[config.mk]
export PLATFORM = sky130hd
export DESIGN_NAME = bss_supervisor
export DESIGN_NICKNAME = d
export VERILOG_FILES = /design/src/bss_pkg.sv /design/src/bss_filter.sv /design/src/bss_ovclamp.sv /design/src/bss_supervisor.sv
export SDC_FILE = /design/constraint.sdc
export NUM_CORES = 1
export LEC_CHECK = 0
export BUFFER_PORTS_ARGS = -buffer_cell sky130_fd_sc_hd__buf_4
export CAP_MARGIN = 20
export CORE_AREA = 4 4 91 93
export DETAILED_ROUTE_END_ITERATION = 8
export DIE_AREA = 0 0 95 97
export PLACE_DENSITY = 0.69
export SYNTH_ARGS = -nofsm -noshare
export SYNTH_HDL_FRONTEND = slang
export SYNTH_SLANG_ARGS = --single-unit
export TNS_END_PERCENT = 30
[constraint.sdc]
create_clock -name CLK_I -period 1.7 [get_ports CLK_I]
set_input_delay 0.085 -clock CLK_I [delete_from_list [all_inputs] [get_ports CLK_I]]
set_output_delay 0.085 -clock CLK_I [all_outputs]
set_load 0.005 [all_outputs]
[src/bss_pkg.sv]
package bss_pkg;

    // ==========================================================
    // Clock and timing
    // ==========================================================
    localparam int CLK_MHZ        = 250;
    localparam int OC_FILT_NS     = 10000;
    localparam int OV_FILT_NS     = 2000;
    localparam int UV_FILT_NS     = 2000;
    localparam int START_DELAY_NS = 20000;

    localparam int OC_FILT_CYC     = OC_FILT_NS * CLK_MHZ / 1000;
    localparam int OV_FILT_CYC     = OV_FILT_NS * CLK_MHZ / 1000;
    localparam int UV_FILT_CYC     = UV_FILT_NS * CLK_MHZ / 1000;
    localparam int START_DELAY_CYC = START_DELAY_NS * CLK_MHZ / 1000;

    localparam int FILT_W  = 12;
    localparam int DELAY_W = 13;

    // ==========================================================
    // Soft-start current limit, in microamps
    // ==========================================================
    localparam int SS_CURRENT_UA = 20;

    // ==========================================================
    // Power-ok pull-down codes, strongest at the bottom
    // ==========================================================
    localparam logic [1:0] PG_RELEASE = 2'h0;
    localparam logic [1:0] PG_UV_95   = 2'h1;
    localparam logic [1:0] PG_OV_65   = 2'h2;
    localparam logic [1:0] PG_OC_35   = 2'h3;

    typedef enum logic [2:0] {
        BSS_OFF     = 3'b000,
        BSS_DELAY   = 3'b001,
        BSS_RAMP    = 3'b010,
        BSS_RUN     = 3'b011,
        BSS_LATCHED = 3'b100
    } bss_state_e;

endpackage : bss_pkg

[src/bss_filter.sv]
`timescale 1ns/1ns
`default_nettype none
module bss_filter
    import bss_pkg::*;
#(
    parameter int LIMIT = 500
) (
    input  wire logic clk_i,
    input  wire logic nrst_i,
    input  wire logic level_i,
    output logic      fire_o
);
    logic [FILT_W-1:0] count;

    // ==========================================================
    // Run-length counter
    // ==========================================================
    // Any drop of the input restarts the count, so only an unbroken excursion fires.
    always_ff @(posedge clk_i) begin
        if (!nrst_i || !level_i) begin
            count  <= '0;
            fire_o <= 1'b0;
        end else if (count != LIMIT[FILT_W-1:0]) begin
            count  <= count + 1'b1;
            fire_o <= 1'b0;
        end else begin
            fire_o <= 1'b1;
        end
    end
endmodule : bss_filter
`default_nettype wire

[src/bss_ovclamp.sv]
`timescale 1ns/1ns
`default_nettype none
module bss_ovclamp
    import bss_pkg::*;
(
    input  wire logic clk_i,
    input  wire logic nrst_i,
    input  wire logic armed_i,
    input  wire logic ov_rise_fire_i,
    input  wire logic ov_fall_fire_i,
    output logic      low_on_o
);
    // ==========================================================
    // Discharge control of the low-side gate
    // ==========================================================
    always_ff @(posedge clk_i) begin
        if (!nrst_i || !armed_i) begin
            low_on_o <= 1'b0;
        end else if (ov_rise_fire_i) begin
            low_on_o <= 1'b1;
        end else if (ov_fall_fire_i) begin
            low_on_o <= 1'b0;
        end
    end
endmodule : bss_ovclamp
`default_nettype wire

[src/bss_supervisor.sv]
// How it works
// - Supply and enable good start soft-start.
// - Soft-start charges with 20 uA limit.
// - Ramp done: flag, release power-ok, allow emulation.
// - Overcurrent needs over 10 us unbroken.
// - Overcurrent latches off, 35 ohm code.
// - Overcurrent, undervoltage clear on enable or supply.
// - Overvoltage needs over 2 us above rise.
// - Overvoltage latches off, 65 ohm code.
// - Overvoltage clears only on supply loss.
// - Overvoltage latched: low gate on each excursion.
// - Low gate off after 2 us below fall.
// - Undervoltage needs over 2 us below threshold.
// - Undervoltage latches off, 95 ohm code.
// - Over-temperature forces gates low, except the overvoltage low gate; no latch.
// - Over-temperature releases on clear, enable, supply.
// - Other detectors stay active during over-temperature.
// - Wait 20 us before reference ramps.
// - No diode emulation before ramp done.
// - Soft-start shows the 95 ohm code.
`timescale 1ns/1ns
`default_nettype none
module bss_supervisor
    import bss_pkg::*;
(
    input  wire logic       CLK_I,
    input  wire logic       NRST_I,
    input  wire logic       SUPPLY_GOOD_I,
    input  wire logic       ENABLE_HIGH_I,
    input  wire logic       SETPOINT_REF_AT_REF_I,
    input  wire logic       OVERCURRENT_SENSE_ABOVE_I,
    input  wire logic       FB_ABOVE_OV_RISE_I,
    input  wire logic       FB_BELOW_OV_FALL_I,
    input  wire logic       FB_BELOW_UV_I,
    input  wire logic       OVER_TEMP_I,
    input  wire logic       PWM_HIGH_REQ_I,
    input  wire logic       PWM_LOW_REQ_I,
    output logic            SETPOINT_REF_CLAMP_O,
    output logic            REF_AMP_ENABLE_O,
    output logic            SS_CURRENT_EN_O,
    output logic            SOFTSTART_DONE_FLAG_O,
    output logic            DIODE_EMULATION_EN_O,
    output logic [1:0]      POWER_OK_CODE_O,
    output logic            POWER_OK_OE_O,
    output logic            HIGH_SIDE_GATE_O,
    output logic            LOW_SIDE_GATE_O,
    output logic            OVERCURRENT_FAULT_O,
    output logic            OVERVOLTAGE_FAULT_O,
    output logic            UNDERVOLTAGE_FAULT_O,
    output logic            OVER_TEMP_STATE_O
);
    bss_state_e           state;
    bss_state_e           next_state;
    logic [DELAY_W-1:0]   delay_count;
    logic                 oc_fire;
    logic                 ov_rise_fire;
    logic                 ov_fall_fire;
    logic                 uv_fire;
    logic                 oc_latch;
    logic                 ov_latch;
    logic                 uv_latch;
    logic                 ot_state;
    logic                 ov_low_on;
    logic                 any_fault;
    logic                 soft_clear;
    logic                 enable_ok;
    logic                 gates_idle;

    // ==========================================================
    // Comparator filters
    // ==========================================================
    bss_filter #(.LIMIT(OC_FILT_CYC)) u_oc_filt (
        .clk_i   (CLK_I),
        .nrst_i  (NRST_I),
        .level_i (OVERCURRENT_SENSE_ABOVE_I),
        .fire_o  (oc_fire)
    );

    bss_filter #(.LIMIT(OV_FILT_CYC)) u_ov_rise_filt (
        .clk_i   (CLK_I),
        .nrst_i  (NRST_I),
        .level_i (FB_ABOVE_OV_RISE_I),
        .fire_o  (ov_rise_fire)
    );

    bss_filter #(.LIMIT(OV_FILT_CYC)) u_ov_fall_filt (
        .clk_i   (CLK_I),
        .nrst_i  (NRST_I),
        .level_i (FB_BELOW_OV_FALL_I),
        .fire_o  (ov_fall_fire)
    );

    bss_filter #(.LIMIT(UV_FILT_CYC)) u_uv_filt (
        .clk_i   (CLK_I),
        .nrst_i  (NRST_I),
        .level_i (FB_BELOW_UV_I),
        .fire_o  (uv_fire)
    );

    bss_ovclamp u_ovclamp (
        .clk_i          (CLK_I),
        .nrst_i         (NRST_I),
        .armed_i        (ov_latch),
        .ov_rise_fire_i (ov_rise_fire),
        .ov_fall_fire_i (ov_fall_fire),
        .low_on_o       (ov_low_on)
    );

    // ==========================================================
    // Clear conditions
    // ==========================================================
    assign enable_ok  = SUPPLY_GOOD_I && ENABLE_HIGH_I;
    assign soft_clear = !enable_ok;
    assign any_fault  = oc_latch || ov_latch || uv_latch;
    assign gates_idle = state == BSS_OFF || state == BSS_DELAY || state == BSS_LATCHED;

    // ==========================================================
    // Fault latches
    // ==========================================================
    // A detection in the same cycle as a clear is dropped, as detection needs the enable high.
    always_ff @(posedge CLK_I) begin
        if (!NRST_I || !SUPPLY_GOOD_I) begin
            oc_latch <= 1'b0;
        end else if (oc_fire && ENABLE_HIGH_I) begin
            oc_latch <= 1'b1;
        end else if (soft_clear) begin
            oc_latch <= 1'b0;
        end
    end

    // No enable term here: only a supply loss may release an overvoltage latch.
    always_ff @(posedge CLK_I) begin
        if (!NRST_I || !SUPPLY_GOOD_I) begin
            ov_latch <= 1'b0;
        end else if (ov_rise_fire && state != BSS_OFF) begin
            ov_latch <= 1'b1;
        end
    end

    // Undervoltage is meaningless before the ramp settles, so it is armed in run and during over-temperature.
    always_ff @(posedge CLK_I) begin
        if (!NRST_I || !SUPPLY_GOOD_I) begin
            uv_latch <= 1'b0;
        end else if (uv_fire && ENABLE_HIGH_I && (state == BSS_RUN || ot_state)) begin
            uv_latch <= 1'b1;
        end else if (soft_clear) begin
            uv_latch <= 1'b0;
        end
    end

    // ==========================================================
    // Over-temperature state
    // ==========================================================
    always_ff @(posedge CLK_I) begin
        if (!NRST_I || soft_clear) begin
            ot_state <= 1'b0;
        end else begin
            ot_state <= OVER_TEMP_I;
        end
    end

    // ==========================================================
    // Start-up sequence
    // ==========================================================
    always_comb begin
        next_state = state;
        unique case (state)
            BSS_OFF: begin
                if (enable_ok && !ov_latch) begin
                    next_state = BSS_DELAY;
                end
            end
            BSS_DELAY: begin
                if (delay_count == START_DELAY_CYC[DELAY_W-1:0]) begin
                    next_state = BSS_RAMP;
                end
            end
            BSS_RAMP: begin
                if (SETPOINT_REF_AT_REF_I) begin
                    next_state = BSS_RUN;
                end
            end
            BSS_RUN: begin
                next_state = BSS_RUN;
            end
            BSS_LATCHED: begin
                next_state = BSS_LATCHED;
            end
            default: begin
                next_state = BSS_OFF;
            end
        endcase
        if (any_fault) begin
            next_state = BSS_LATCHED;
        end
        if (soft_clear && !ov_latch) begin
            next_state = BSS_OFF;
        end
    end

    always_ff @(posedge CLK_I) begin
        if (!NRST_I) begin
            state <= BSS_OFF;
        end else begin
            state <= next_state;
        end
    end

    // The counter stops at its end value, so a long stay in delay cannot wrap.
    always_ff @(posedge CLK_I) begin
        if (!NRST_I || state != BSS_DELAY) begin
            delay_count <= '0;
        end else if (delay_count != START_DELAY_CYC[DELAY_W-1:0]) begin
            delay_count <= delay_count + 1'b1;
        end
    end

    // ==========================================================
    // Registered outputs
    // ==========================================================
    always_ff @(posedge CLK_I) begin
        if (!NRST_I) begin
            SETPOINT_REF_CLAMP_O <= 1'b1;
        end else begin
            SETPOINT_REF_CLAMP_O <= (next_state == BSS_OFF);
        end
    end

    always_ff @(posedge CLK_I) begin
        if (!NRST_I) begin
            REF_AMP_ENABLE_O <= 1'b0;
        end else begin
            REF_AMP_ENABLE_O <= (next_state != BSS_OFF && next_state != BSS_LATCHED);
        end
    end

    // The analog follower sets the 20 uA limit; this enable only gates that source.
    always_ff @(posedge CLK_I) begin
        if (!NRST_I) begin
            SS_CURRENT_EN_O <= 1'b0;
        end else begin
            SS_CURRENT_EN_O <= (next_state == BSS_RAMP);
        end
    end

    always_ff @(posedge CLK_I) begin
        if (!NRST_I) begin
            SOFTSTART_DONE_FLAG_O <= 1'b0;
        end else begin
            SOFTSTART_DONE_FLAG_O <= (next_state == BSS_RUN);
        end
    end

    // Emulation waits for the ramp to end, so start-up always runs in continuous conduction.
    always_ff @(posedge CLK_I) begin
        if (!NRST_I) begin
            DIODE_EMULATION_EN_O <= 1'b0;
        end else begin
            DIODE_EMULATION_EN_O <= (next_state == BSS_RUN) && !ot_state;
        end
    end

    always_ff @(posedge CLK_I) begin
        if (!NRST_I) begin
            POWER_OK_CODE_O <= PG_UV_95;
            POWER_OK_OE_O   <= 1'b1;
        end else if (oc_latch) begin
            POWER_OK_CODE_O <= PG_OC_35;
            POWER_OK_OE_O   <= 1'b1;
        end else if (ov_latch) begin
            POWER_OK_CODE_O <= PG_OV_65;
            POWER_OK_OE_O   <= 1'b1;
        end else if (uv_latch || state != BSS_RUN) begin
            POWER_OK_CODE_O <= PG_UV_95;
            POWER_OK_OE_O   <= 1'b1;
        end else begin
            POWER_OK_CODE_O <= PG_RELEASE;
            POWER_OK_OE_O   <= 1'b0;
        end
    end

    // ==========================================================
    // Gate drive
    // ==========================================================
    // Latched is idle too: an overvoltage supply-loss clear leaves one cycle in it before off.
    always_ff @(posedge CLK_I) begin
        if (!NRST_I) begin
            HIGH_SIDE_GATE_O <= 1'b0;
        end else if (any_fault || ot_state || gates_idle) begin
            HIGH_SIDE_GATE_O <= 1'b0;
        end else begin
            HIGH_SIDE_GATE_O <= PWM_HIGH_REQ_I && !PWM_LOW_REQ_I;
        end
    end

    // Both requests at once give neither gate unless an overvoltage latch drives the low gate, so the pair can never shoot through.
    always_ff @(posedge CLK_I) begin
        if (!NRST_I) begin
            LOW_SIDE_GATE_O <= 1'b0;
        end else if (ov_latch) begin
            LOW_SIDE_GATE_O <= ov_low_on;
        end else if (any_fault || ot_state || gates_idle) begin
            LOW_SIDE_GATE_O <= 1'b0;
        end else begin
            LOW_SIDE_GATE_O <= PWM_LOW_REQ_I && !PWM_HIGH_REQ_I;
        end
    end

    // ==========================================================
    // Fault flag copies
    // ==========================================================
    always_ff @(posedge CLK_I) begin
        if (!NRST_I) begin
            OVERCURRENT_FAULT_O <= 1'b0;
        end else begin
            OVERCURRENT_FAULT_O <= oc_latch;
        end
    end

    always_ff @(posedge CLK_I) begin
        if (!NRST_I) begin
            OVERVOLTAGE_FAULT_O <= 1'b0;
        end else begin
            OVERVOLTAGE_FAULT_O <= ov_latch;
        end
    end

    always_ff @(posedge CLK_I) begin
        if (!NRST_I) begin
            UNDERVOLTAGE_FAULT_O <= 1'b0;
        end else begin
            UNDERVOLTAGE_FAULT_O <= uv_latch;
        end
    end

    always_ff @(posedge CLK_I) begin
        if (!NRST_I) begin
            OVER_TEMP_STATE_O <= 1'b0;
        end else begin
            OVER_TEMP_STATE_O <= ot_state;
        end
    end
endmodule : bss_supervisor
`default_nettype wire

==> metrics.md <==
| Metric | Value |
|---|---|
| Sw Share | `22.2%` |
| DP Area | `3980 µm²` |
| Type of element capturing the critical path | `flop` |
| Critical path data arrival time | `1.88 ns` |
| Flop-to-flop setup slack | `0.05 ns` |
| Final hold violation count | `0` |
| Initial Utilization | `48.3%` |
| Outcome | `finished clean` |
| Portion of netlist area occupied by mux cells | `1.65%` |
| Routed length per placed instance | `11.9 µm` |
| Hold crit path type | `primary input to flop` |
| Worst slack after detailed placement | `0.0263 ns` |
| EDFF count, synth | `0` |
| Clk sinks | `87` |
| Portion of the post-synthesis area used by sequential elements | `47.9%` |
| Worst hold-check slack | `0.0621 ns` |
| Overall overflow remaining after global route | `0` |
| Start-to-end type of the worst setup path | `flop to flop` |
| Dominant combinational cell family by area after synthesis | `simple AND/OR/NAND/NOR gates` |
| Number of antenna violations at the first check in global routing | `0` |
| Netlist area before placement | `3640 µm²` |
| Switching power summed over all nets | `820 µW` |
| Finish-stage setup viols | `0` |
| Worst r2r path cells | `4` |
| CP Max Fanout | `4` |
| Most common cell after layout, fill and taps aside | `sky130_fd_sc_hd__dfxtp_1` |
| CTS buffer count | `9` |
| Pwr Density | `865 nW/µm²` |
| Detailed-route via count | `2,788` |
| Total non-filler cell area in the finished layout | `4270 µm²` |
| Critical Path Start | `delay_count[6]` |
| IR drop worst, VDD | `0.000598 V` |
| Part of the total power dissipated in sequential elements | `55.8%` |
| Net count of the finished layout | `470` |
| Share of the synthesized netlist area taken by xor and xnor gates | `9.15%` |
| PnR worst setup slack | `0.0518 ns` |
| Largest net degree at the start of global routing | `18` |
| Worst setup skew after layout | `0.0103 ns` |
| Clock Tree Buf Depth | `2` |
| Count of pins on the block boundary | `26` |
| Remaining max-slew budget at the tightest pin | `70.9%` |
| Capture point of the worst reg-to-reg path | `state[0]` |
| Max-Cap Viols | `0` |
| Clk Tree Root Cell | `sky130_fd_sc_hd__clkbuf_8` |
| Count of mapped cells out of synthesis | `406` |
| Number of input and output port buffers inserted | `25` |
| Number of fill cells in the layout | `701` |
| Yosys warnings | `0` |
| Post-detailed-routing wire length | `6620 µm` |
| Synthesized Nets | `428` |
| Async set or reset register ratio after synthesis | `0%` |
| Weighted congestion reported at the end of routability-driven placement | `0.819` |
| Launch point of the worst reg-to-reg path | `delay_count[6]` |
| Global router's overall resource usage | `15.9%` |
| Required time of the critical path | `1.93 ns` |
| Area fraction in compound gates after synthesis | `6.60%` |
| Area added between synthesis and finish | `17.5%` |
| Standard-cell row count | `32` |
| Synth unique cells | `43` |
| Global-route wire length before repair | `11,900 µm` |
| Slew Viols, Final | `0` |
| Number of DRC markers after the initial detailed-route iteration | `102` |
| RSZ-0062 raised after global routing | `true` |
| Kind of launch point of the worst setup path | `flop` |
| Destination of the critical timing path | `state[0]` |
| Combinational cell fraction of total power | `3.2%` |
| Worst slew pin tran | `0.435 ns` |
| N_diodes | `0` |
| Synthesized-area fraction occupied by adder cells | `3.44%` |
| Antenna Nets Post-Route | `0` |
| Number of global-route vias before repair | `2,602` |
| Clock edge transition at the registers on the reported setup and hold paths | `0.09 ns` |
| Clock network power share | `41.0%` |
| Core ar. | `7530 µm²` |
| Post-synthesis average cell area | `8.96 µm²` |
| Clock tree from TritonCTS | `built` |
| Die span in x | `95 µm` |
| Max Fclk | `0.607 GHz` |
| Synth Flop Type | `sky130_fd_sc_hd__dfxtp_1` |
| Die area | `9220 µm²` |
| Post-DR vias/cell | `5.02` |
| Top library cells by usage in the layout, fill and taps aside | `sky130_fd_sc_hd__dfxtp_1, sky130_fd_sc_hd__nor2_1, sky130_fd_sc_hd__buf_4` |
| Flops & latches, synth | `87` |
| Leakage power summed over all cells | `1.54 nW` |
| Clock latency of the later-clocked register in the worst-skew pair | `0.35 ns` |
| Height of the chip | `97 µm` |
| Detailed-router iteration count before antenna repair | `4` |
| Final critical-path required period | `1.65 ns` |
| Part of the cycle the worst path needs | `97.0%` |
| Final HPWL DP | `4670 µm` |
| Remaining DRCs | `0` |
| Simple logic cell fraction of the synthesized area | `28.7%` |
| Deepest level of the CTS H-tree | `3` |
| Post-CTS repair timing setup buffer count | `0` |
| Fraction of final layout cells with drive strength greater than 1 | `12.8%` |
| Cell-internal power | `2.88 mW` |
-- synth_stat cells (2+ instances only) --
library cell | number | share of area (%)
sky130_fd_sc_hd__nand4_1 | 13 | 2.2
sky130_fd_sc_hd__and4_1 | 7 | 1.7
sky130_fd_sc_hd__xnor2_1 | 16 | 3.9
sky130_fd_sc_hd__nor2b_1 | 4 | 0.69
sky130_fd_sc_hd__or3b_2 | 2 | 0.48
sky130_fd_sc_hd__inv_1 | 16 | 1.7
sky130_fd_sc_hd__and3_1 | 4 | 0.69
sky130_fd_sc_hd__mux2i_1 | 6 | 1.7
sky130_fd_sc_hd__o21a_1 | 2 | 0.41
sky130_fd_sc_hd__nand3_1 | 24 | 3.3
sky130_fd_sc_hd__or4_1 | 2 | 0.41
sky130_fd_sc_hd__dfxtp_1 | 87 | 48
sky130_fd_sc_hd__a21oi_1 | 19 | 2.6
sky130_fd_sc_hd__a31oi_1 | 4 | 0.69
sky130_fd_sc_hd__clkbuf_1 | 7 | 0.72
sky130_fd_sc_hd__nand3b_1 | 2 | 0.41
sky130_fd_sc_hd__nor3b_1 | 3 | 0.62
sky130_fd_sc_hd__nor4_1 | 4 | 0.69
sky130_fd_sc_hd__and2_1 | 7 | 1.2
sky130_fd_sc_hd__ha_1 | 10 | 3.4
sky130_fd_sc_hd__nor2_1 | 60 | 6.2
sky130_fd_sc_hd__nand2_1 | 31 | 3.2
sky130_fd_sc_hd__xor2_1 | 22 | 5.3
sky130_fd_sc_hd__o211ai_1 | 3 | 0.62
sky130_fd_sc_hd__o21ai_0 | 10 | 1.4
sky130_fd_sc_hd__or3_1 | 12 | 2.1
sky130_fd_sc_hd__nor3_1 | 13 | 1.8
-- power by group through the flow --
stage | clock, mW | combinational [mW] | sequential [mW]
2_1_floorplan | 0 | 0.0608 | 2.11
3_3_place_gp | 0 | 0.103 | 2.11
3_5_place_dp | 0 | 0.105 | 2.11
4_1_cts | 1.56 | 0.119 | 2.06
5_1_grt | 1.67 | 0.134 | 2.07
6_report | 1.52 | 0.118 | 2.06
-- registers in the layout, summed over array words and instances (netlist names), 2 cells and up --
signal / count
delay_count: 13
u_oc_filt.count: 12
u_ov_fall_filt.count: 12
u_ov_rise_filt.count: 12
u_uv_filt.count: 12
state: 3
POWER_OK_CODE_O: 2
-- stage by stage --
stage	power [mW]	instances	util [%]	TNS, ns
2_1_floorplan	2.17	406	-	0
3_3_place_gp	2.21	532	52.8	0
3_5_place_dp	2.22	532	52.8	0
4_1_cts	3.74	555	56.6	0
5_1_grt	3.87	555	56.8	-0.180
6_report	3.70	555	56.8	0
-- repair_timing --
action | 4_1_cts | 5_1_grt
hold buffers | 7 | 0
gates resized for setup | 0 | 3
endpoints found under the hold margin | 7 | 0
setup endpoints to repair | 0 | 10
-- worst min path at each step --
stage	depth (start not counted)	to	slack, ns	from
2_1_floorplan	2	ot_state	0.20	OVER_TEMP_I
3_3_place_gp	3	ot_state	0.32	OVER_TEMP_I
3_5_place_dp	3	ot_state	0.33	OVER_TEMP_I
4_1_cts	3	ot_state	0.04	ENABLE_HIGH_I
5_1_grt	3	ot_state	0.07	ENABLE_HIGH_I
6_report	3	ot_state	0.06	ENABLE_HIGH_I
-- worst max-delay path: stages, from the launching register on --
cell                      delay [ns]
sky130_fd_sc_hd__dfxtp_1        0.34
sky130_fd_sc_hd__or4_4          0.54
sky130_fd_sc_hd__or4_4          0.50
sky130_fd_sc_hd__nand2_1        0.08
sky130_fd_sc_hd__a31oi_1        0.07
-- cell families (layout without fill, tap and decap cells) --
kind of cell             after synthesis  after routing
AO/OA/AOI/OAI                         42             42
multiplexers                           6              6
XOR/XNOR                              38             38
flip-flops                            87             87
AND/OR/NAND/NOR                      198            198
buffers and inverters                 25             72
adder cells (fa/ha/maj)               10             10
-- routing by layer --
layer  global-route usage (%)  vias up  share of wire, %
met2                     22.8       38                45
met5                        0        -                 0
met1                     22.1     1254                49
met4                     7.44        0               1.8
li1                         -     1486                 -
met3                     4.04       10               4.6
-- final cells by class --
cell class / count / area [µm²] / area share (%)
clock inverter: 5 / 62.6 / 1.46
tap: 102 / 128 / 2.99
multi-input combinational: 294 / 1810 / 42.4
sequential: 87 / 1740 / 40.8
timing repair buffer: 40 / 318 / 7.44
clock buffer: 11 / 151 / 3.54
inverter: 16 / 60.1 / 1.41
No activity file was read; power rests on OpenSTA's default activity.
